--- config.mk ---
export PLATFORM = sky130hd
export DESIGN_NAME = psr_ctrl
export DESIGN_NICKNAME = d
export VERILOG_FILES = /design/src/hdl/psr_pkg.sv /design/src/hdl/psr_ctrl.sv /design/src/hdl/psr_wmask.sv
export SDC_FILE = /design/constraint.sdc
export NUM_CORES = 1
export LEC_CHECK = 0
export ABC_CLOCK_PERIOD_IN_PS = 2700
export BUFFER_PORTS_ARGS = -buffer_cell sky130_fd_sc_hd__buf_2
export CAP_MARGIN = 20
export CORE_MARGIN = 1
export CORE_UTILIZATION = 40
export DETAILED_ROUTE_END_ITERATION = 6
export PLACE_DENSITY = 0.85
export SYNTH_ARGS = -nofsm -noshare
export SYNTH_HDL_FRONTEND = slang
export SYNTH_SLANG_ARGS = --single-unit
--- constraint.sdc ---
create_clock -name mclk -period 2.7 [get_ports mclk]
set_clock_uncertainty 0.1 [all_clocks]
set_input_delay 0.135 -clock mclk [delete_from_list [all_inputs] [get_ports mclk]]
set_output_delay 0.135 -clock mclk [all_outputs]
set_load 0.02 [all_outputs]
--- src/hdl/psr_pkg.sv ---
// Package of offsets, field positions and reset values for the peripheral soft reset control.
package psr_pkg;
  // ==========================================================================
  // Register map.
  localparam logic [31:0] PSR_BASE = 32'h400FE000;
  localparam logic [11:0] PSR_OFF_CTRL_0 = 12'h040;
  localparam logic [11:0] PSR_OFF_CTRL_1 = 12'h044;
  localparam logic [31:0] PSR_RESET_VALUE = 32'h00000000;
  // ==========================================================================
  // Implemented bits of each register; everything else is reserved.
  localparam logic [31:0] PSR_IMPL_0 = 32'h00100008;
  localparam logic [31:0] PSR_IMPL_1 = 32'h07070011;
  // Field positions.
  localparam int PSR_BIT_PWM = 20;
  localparam int PSR_BIT_WDOG = 3;
  localparam int PSR_BIT_CMP0 = 24;
  localparam int PSR_BIT_TMR0 = 16;
  localparam int PSR_BIT_SYNC_SERIAL_0_RESET_BIT = 4;
  localparam int PSR_BIT_ASP0 = 0;
  // AXI4-Lite response codes.
  localparam logic [1:0] PSR_RESP_OKAY = 2'h0;
  localparam logic [1:0] PSR_RESP_SLVERR = 2'h2;

  // Per-peripheral reset lines, gathered for the consumer side.
  typedef struct packed {
    logic pwm;
    logic watchdog_reset_bit;
    logic [2:0] comparator;
    logic [2:0] gp_counter;
    logic sync_serial_0_reset_bit;
    logic async_serial_0_reset_bit;
  } psr_resets_s;
endpackage

--- src/hdl/psr_ctrl.sv ---
// AXI4-Lite slave holding the two peripheral soft reset control registers.
//
// Decided for this implementation: register access over AXI4-Lite.
`timescale 1ns/1ps
module psr_ctrl (
  input wire logic mclk,
  input wire logic nrst,
  input wire logic [11:0] s_axi_awaddr,
  input wire logic s_axi_awvalid,
  output logic s_axi_awready,
  input wire logic [31:0] s_axi_wdata,
  input wire logic [3:0] s_axi_wstrb,
  input wire logic s_axi_wvalid,
  output logic s_axi_wready,
  output logic [1:0] s_axi_bresp,
  output logic s_axi_bvalid,
  input wire logic s_axi_bready,
  input wire logic [11:0] s_axi_araddr,
  input wire logic s_axi_arvalid,
  output logic s_axi_arready,
  output logic [31:0] s_axi_rdata,
  output logic [1:0] s_axi_rresp,
  output logic s_axi_rvalid,
  input wire logic s_axi_rready,
  input wire logic [31:0] capabilities_reg_1,
  input wire logic [31:0] capabilities_reg_2,
  output psr_pkg::psr_resets_s periph_reset
);
  // ==========================================================================
  // Register state.
  logic [31:0] peripheral_reset_ctrl_0;
  logic [31:0] peripheral_reset_ctrl_1;
  logic [31:0] next_peripheral_reset_ctrl_0;
  logic [31:0] next_peripheral_reset_ctrl_1;
  logic [31:0] merged_0;
  logic [31:0] merged_1;

  // ==========================================================================
  // Write channel: address and data are latched independently, in either order.
  logic aw_held;
  logic w_held;
  logic [11:0] aw_addr;
  logic [31:0] w_data;
  logic [3:0] w_strb;
  logic next_aw_held;
  logic next_w_held;
  logic [11:0] next_aw_addr;
  logic [31:0] next_w_data;
  logic [3:0] next_w_strb;
  logic next_bvalid;
  logic [1:0] next_bresp;
  logic do_write;

  // Ready stays low while a response is pending so one write is in flight at a time.
  assign s_axi_awready = !aw_held && !s_axi_bvalid;
  assign s_axi_wready = !w_held && !s_axi_bvalid;
  assign do_write = aw_held && w_held && !s_axi_bvalid;

  psr_wmask #(.WIDTH(32)) u_mask0 (
    .cur(peripheral_reset_ctrl_0),
    .wdata(w_data),
    .wstrb(w_strb),
    .cap(capabilities_reg_1),
    .impl(psr_pkg::PSR_IMPL_0),
    .merged(merged_0)
  );

  psr_wmask #(.WIDTH(32)) u_mask1 (
    .cur(peripheral_reset_ctrl_1),
    .wdata(w_data),
    .wstrb(w_strb),
    .cap(capabilities_reg_2),
    .impl(psr_pkg::PSR_IMPL_1),
    .merged(merged_1)
  );

  // Next-state for the write path and the two registers.
  always_comb begin
    next_aw_held = aw_held;
    next_w_held = w_held;
    next_aw_addr = aw_addr;
    next_w_data = w_data;
    next_w_strb = w_strb;
    next_bvalid = s_axi_bvalid;
    next_bresp = s_axi_bresp;
    next_peripheral_reset_ctrl_0 = peripheral_reset_ctrl_0;
    next_peripheral_reset_ctrl_1 = peripheral_reset_ctrl_1;
    if (s_axi_awvalid && s_axi_awready) begin
      next_aw_held = 1'b1;
      next_aw_addr = s_axi_awaddr;
    end
    if (s_axi_wvalid && s_axi_wready) begin
      next_w_held = 1'b1;
      next_w_data = s_axi_wdata;
      next_w_strb = s_axi_wstrb;
    end
    if (do_write) begin
      next_aw_held = 1'b0;
      next_w_held = 1'b0;
      next_bvalid = 1'b1;
      next_bresp = psr_pkg::PSR_RESP_OKAY;
      unique case ({aw_addr[11:2], 2'b00})
        psr_pkg::PSR_OFF_CTRL_0: next_peripheral_reset_ctrl_0 = merged_0;
        psr_pkg::PSR_OFF_CTRL_1: next_peripheral_reset_ctrl_1 = merged_1;
        default: next_bresp = psr_pkg::PSR_RESP_SLVERR;
      endcase
    end
    if (s_axi_bvalid && s_axi_bready) begin
      next_bvalid = 1'b0;
    end
  end

  // Register stage for the write path; both control registers clear on reset.
  always_ff @(posedge mclk or negedge nrst) begin
    if (!nrst) begin
      aw_held <= 1'b0;
      w_held <= 1'b0;
      aw_addr <= 12'h000;
      w_data <= 32'h00000000;
      w_strb <= 4'h0;
      s_axi_bvalid <= 1'b0;
      s_axi_bresp <= 2'h0;
      peripheral_reset_ctrl_0 <= psr_pkg::PSR_RESET_VALUE;
      peripheral_reset_ctrl_1 <= psr_pkg::PSR_RESET_VALUE;
    end else begin
      aw_held <= next_aw_held;
      w_held <= next_w_held;
      aw_addr <= next_aw_addr;
      w_data <= next_w_data;
      w_strb <= next_w_strb;
      s_axi_bvalid <= next_bvalid;
      s_axi_bresp <= next_bresp;
      peripheral_reset_ctrl_0 <= next_peripheral_reset_ctrl_0;
      peripheral_reset_ctrl_1 <= next_peripheral_reset_ctrl_1;
    end
  end

  // ==========================================================================
  // Read channel: one cycle from address to data, held until rready.
  logic next_rvalid;
  logic [31:0] next_rdata;
  logic [1:0] next_rresp;

  assign s_axi_arready = !s_axi_rvalid;

  // Reads return the live register; reserved bits can never be set so read zero.
  always_comb begin
    next_rvalid = s_axi_rvalid;
    next_rdata = s_axi_rdata;
    next_rresp = s_axi_rresp;
    if (s_axi_arvalid && s_axi_arready) begin
      next_rvalid = 1'b1;
      next_rresp = psr_pkg::PSR_RESP_OKAY;
      unique case ({s_axi_araddr[11:2], 2'b00})
        psr_pkg::PSR_OFF_CTRL_0: next_rdata = peripheral_reset_ctrl_0 & psr_pkg::PSR_IMPL_0;
        psr_pkg::PSR_OFF_CTRL_1: next_rdata = peripheral_reset_ctrl_1 & psr_pkg::PSR_IMPL_1;
        default: begin
          next_rdata = 32'h00000000;
          next_rresp = psr_pkg::PSR_RESP_SLVERR;
        end
      endcase
    end else if (s_axi_rvalid && s_axi_rready) begin
      next_rvalid = 1'b0;
    end
  end

  // Register stage for the read path.
  always_ff @(posedge mclk or negedge nrst) begin
    if (!nrst) begin
      s_axi_rvalid <= 1'b0;
      s_axi_rdata <= 32'h00000000;
      s_axi_rresp <= 2'h0;
    end else begin
      s_axi_rvalid <= next_rvalid;
      s_axi_rdata <= next_rdata;
      s_axi_rresp <= next_rresp;
    end
  end

  // ==========================================================================
  // Reset outputs come straight from the register bits, so they follow each write at once.
  always_comb begin
    periph_reset.pwm = peripheral_reset_ctrl_0[psr_pkg::PSR_BIT_PWM];
    periph_reset.watchdog_reset_bit = peripheral_reset_ctrl_0[psr_pkg::PSR_BIT_WDOG];
    periph_reset.comparator = peripheral_reset_ctrl_1[psr_pkg::PSR_BIT_CMP0 +: 3];
    periph_reset.gp_counter = peripheral_reset_ctrl_1[psr_pkg::PSR_BIT_TMR0 +: 3];
    periph_reset.sync_serial_0_reset_bit = peripheral_reset_ctrl_1[psr_pkg::PSR_BIT_SYNC_SERIAL_0_RESET_BIT];
    periph_reset.async_serial_0_reset_bit = peripheral_reset_ctrl_1[psr_pkg::PSR_BIT_ASP0];
  end
endmodule // psr_ctrl

--- src/hdl/psr_wmask.sv ---
// Masked byte-lane write merge for one reset control register.
`timescale 1ns/1ps
module psr_wmask #(
  parameter int WIDTH = 32
) (
  input wire logic [WIDTH-1:0] cur,
  input wire logic [WIDTH-1:0] wdata,
  input wire logic [WIDTH/8-1:0] wstrb,
  input wire logic [WIDTH-1:0] cap,
  input wire logic [WIDTH-1:0] impl,
  output logic [WIDTH-1:0] merged
);
  // Strobes cover whole bytes only, so a ragged or sub-byte width cannot be served.
  if ((WIDTH < 8) || (WIDTH % 8 != 0)) begin : g_bad_width
    $error("psr_wmask width must be whole bytes");
  end

  // Only bits that are strobed, implemented and present may change; the rest keep their current value.
  always_comb begin
    merged = cur;
    for (int i = 0; i < WIDTH; i++) begin
      if (wstrb[i/8] && cap[i] && impl[i]) begin
        merged[i] = wdata[i];
      end
    end
  end
endmodule // psr_wmask

==> results.json <==
{
  "overflow": 0,
  "seq_area_frac_synth": 0.5744,
  "p_leak_nw": 1.461,
  "ant_nets": 0,
  "dp_hpwl_um": 3132,
  "yosysUniqueCellTypes": 25,
  "grt_max_degree": 50,
  "end_kind": "flop",
  "power_mw": 2.065,
  "startpoint_type": "flop",
  "setup_viol": 0,
  "path_cells": "nand3b_1, and4b_1, nand4_1, mux2_1",
  "io_buffers": 76,
  "r2r-end": "peripheral_reset_ctrl_1[16]",
  "r2r-start": "s_axi_bvalid",
  "clkTransAtPathRegs_ns": 0.09,
  "clockRootBuffer": "clkbuf_8",
  "cts_buffer_depth": 2,
  "fin_util": 0.5568,
  "drcViolationCount": 0,
  "cts_setup_buffers": 0,
  "slew_viol_final": 0,
  "drtIter0Drc": 31,
  "synth_area_um2": 2135,
  "vdd_ir_drop_max_mv": 0.6371,
  "avgSynthCellArea_um2": 13.18,
  "via_per_inst": 4.726,
  "synth_edf_count": 0,
  "die_area_um2": 5633,
  "fin_cells": 336,
  "num_io_pins": 182,
  "rsz0062_at_grt": "false",
  "pwr_density_cell_nw_per_um2": 726.3,
  "final_hold_viol_count": 0,
  "criticalPathCategory": "flop to flop",
  "relSlewSlack": 0.5319,
  "worst-path-max-fanout": 11,
  "cts_tree": "yes",
  "grt_pass1_wl_um": 6789,
  "slowest_stage": "and4b_1",
  "tightest_slew_ns": 0.6996,
  "ys_warn_count": 0,
  "max_stage_delay_ns": 0.56,
  "fin_crit_ns": 1.940,
  "min_to": "peripheral_reset_ctrl_1[26]",
  "wl_per_cell_um": 13.55,
  "synthArstFlopShare": 1.000,
  "placementRows": 26,
  "groute.usage.overall": 0.1676,
  "clock_latency_ns": 0.30,
  "stdcell_area_um2": 2844,
  "cts.sinks": 49,
  "syn_inst": 162,
  "cp.required_ns": 2.78,
  "core_um2": 5107,
  "arrival_ns": 2.02,
  "finalSetupTns_ns": 0,
  "grt_pass1_vias": 1517,
  "initial_utilization": 0.4179,
  "min_path_type": "primary input to flop",
  "vias": 1588,
  "routabilityCongestion": 0.7763,
  "num-nets-final": 396,
  "finalCritPeriodShare": 0.7187,
  "min-delay-start": "capabilities_reg_2[26]",
  "r2r_cells": 4,
  "antenna_found_initial": 0,
  "status": "completed",
  "drive_above_1_share": 0.4135,
  "post_dp_cell_area_um2": 2472,
  "htreeDepth": 2,
  "fmax_mhz": 515.4,
  "fill_cells": 442,
  "first_pass_iters": 4,
  "rrSetupSlack_ns": 0.76,
  "numCtsBuffers": 5,
  "synth_flop_cell": "dfrtp_1",
  "maxCapViolCount": 0,
  "place_inst": 301,
  "drt-total-wl_um": 4554,
  "die_h_um": 75.05,
  "syn_to_final_growth_pct": 33.24,
  "fp.dieW_um": 75.05,
  "antennaDiodeCount": 0,
  "min_path_cells": 3,
  "ys_seq_elements": 49
}
==> report_power, final <==
| group | internal [mW] | leakage, nW | switching, mW |
|---|---|---|---|
| sequential | 0.938 | 0.616 | 0.163 |
| combinational | 0.297 | 0.808 | 0.241 |
| clock | 0.182 | 0.0364 | 0.245 |
==> per-stage QoR <==
stage	hold slack, ns	setup slack (ns)
4_1_cts	0.06692	0.7298
2_1_floorplan	-0.2606	0.7813
3_3_place_gp	0.2154	0.7756
5_1_grt	0.08992	0.6228
6_report	0.07563	0.7596
3_5_place_dp	0.2315	0.7589
==> worst max-delay path, delay by kind of cell, from the launching register on <==
kind | cells | cell delay (ns)
and+or+nand+nor | 3 | 0.96
DFF | 1 | 0.43
muxes | 1 | 0.34
==> synth_stat cells (3+ instances only) <==
cell / n / area, um2
a22o_1: 10 / 87.58
buf_4: 25 / 187.7
nand4_1: 9 / 56.30
dfrtp_1: 49 / 1226
inv_1: 5 / 18.77
nand2_1: 3 / 11.26
mux2_2: 24 / 270.3
mux2_1: 9 / 101.4
nor2_1: 6 / 22.52
==> metal layers <==
| layer | GRT usage | part of all wire | vias to the layer above |
|---|---|---|---|
| met1 | 0.2023 | 0.42 | 776 |
| met2 | 0.2953 | 0.51 | 81 |
| li1 | - | - | 729 |
| met4 | 0.05031 | 0.0048 | 0 |
| met5 | 0 | 0 | - |
| met3 | 0.04284 | 0.061 | 2 |
==> timing repair <==
item                                   CTS  global route
endpoints found under the hold margin   74             0
hold buffers                            26             0
resized for setup                        0             0
==> cell usage in the layout (no fill, tap or decap), types with 2 or more instances in the layout <==
cell type and instances:
o21ai_0 2, conb_1 24, and2_1 2, buf_2 76, clkinvlp_4 3, nand2_1 3, nand4_1 9, mux2_2 24
a21o_1 2, mux2_1 9, nand4b_1 2, inv_1 5, a22o_1 10, clkbuf_8 5, nor2_1 6, dlygate4sd3_1 26
dfrtp_1 49
==> worst max-delay path by stage <==
stage | start | to | slack (ns) | depth (start not counted)
after CTS | s_axi_bvalid | peripheral_reset_ctrl_1[16] | 0.73 | 4
after detailed placement | s_axi_bvalid | peripheral_reset_ctrl_1[16] | 0.76 | 4
after global placement | s_axi_bvalid | peripheral_reset_ctrl_1[25] | 0.78 | 4
final | s_axi_bvalid | peripheral_reset_ctrl_1[16] | 0.76 | 4
after floorplan | s_axi_bvalid | w_data[0] | 0.78 | 5
after global routing | s_axi_bvalid | peripheral_reset_ctrl_1[0] | 0.62 | 4
==> cells by family (layout without fill, tap and decap cells) <==
logic type | after synthesis | in the layout | synth area share
other | 1 | 24 | 0.001757
AOI/OAI and AO/OA | 16 | 16 | 0.05861
muxes | 33 | 33 | 0.1741
and+or+nand+nor | 28 | 28 | 0.08089
DFF | 49 | 49 | 0.5744
buffers and inverters | 35 | 116 | 0.1102
==> layout make-up <==
| class | count | area (um2) | area share |
|---|---|---|---|
| inverter | 5 | 18.77 | 0.006599 |
| timing repair buffer | 103 | 660.6 | 0.2323 |
| tap | 70 | 87.58 | 0.03080 |
| sequential | 49 | 1226 | 0.4311 |
| multi-input combinational | 101 | 759.5 | 0.2670 |
| clock inverter | 3 | 22.52 | 0.007919 |
| clock buffer | 5 | 68.82 | 0.02420 |
==> state kept, by name (all words and copies together), names as in the netlist, 2 cells and up <==
signal	cells
peripheral_reset_ctrl_1	8
w_data	10
aw_addr	10
s_axi_rdata	10
peripheral_reset_ctrl_0	2
w_strb	3
Note: power is estimated with default switching activity, not from simulation.
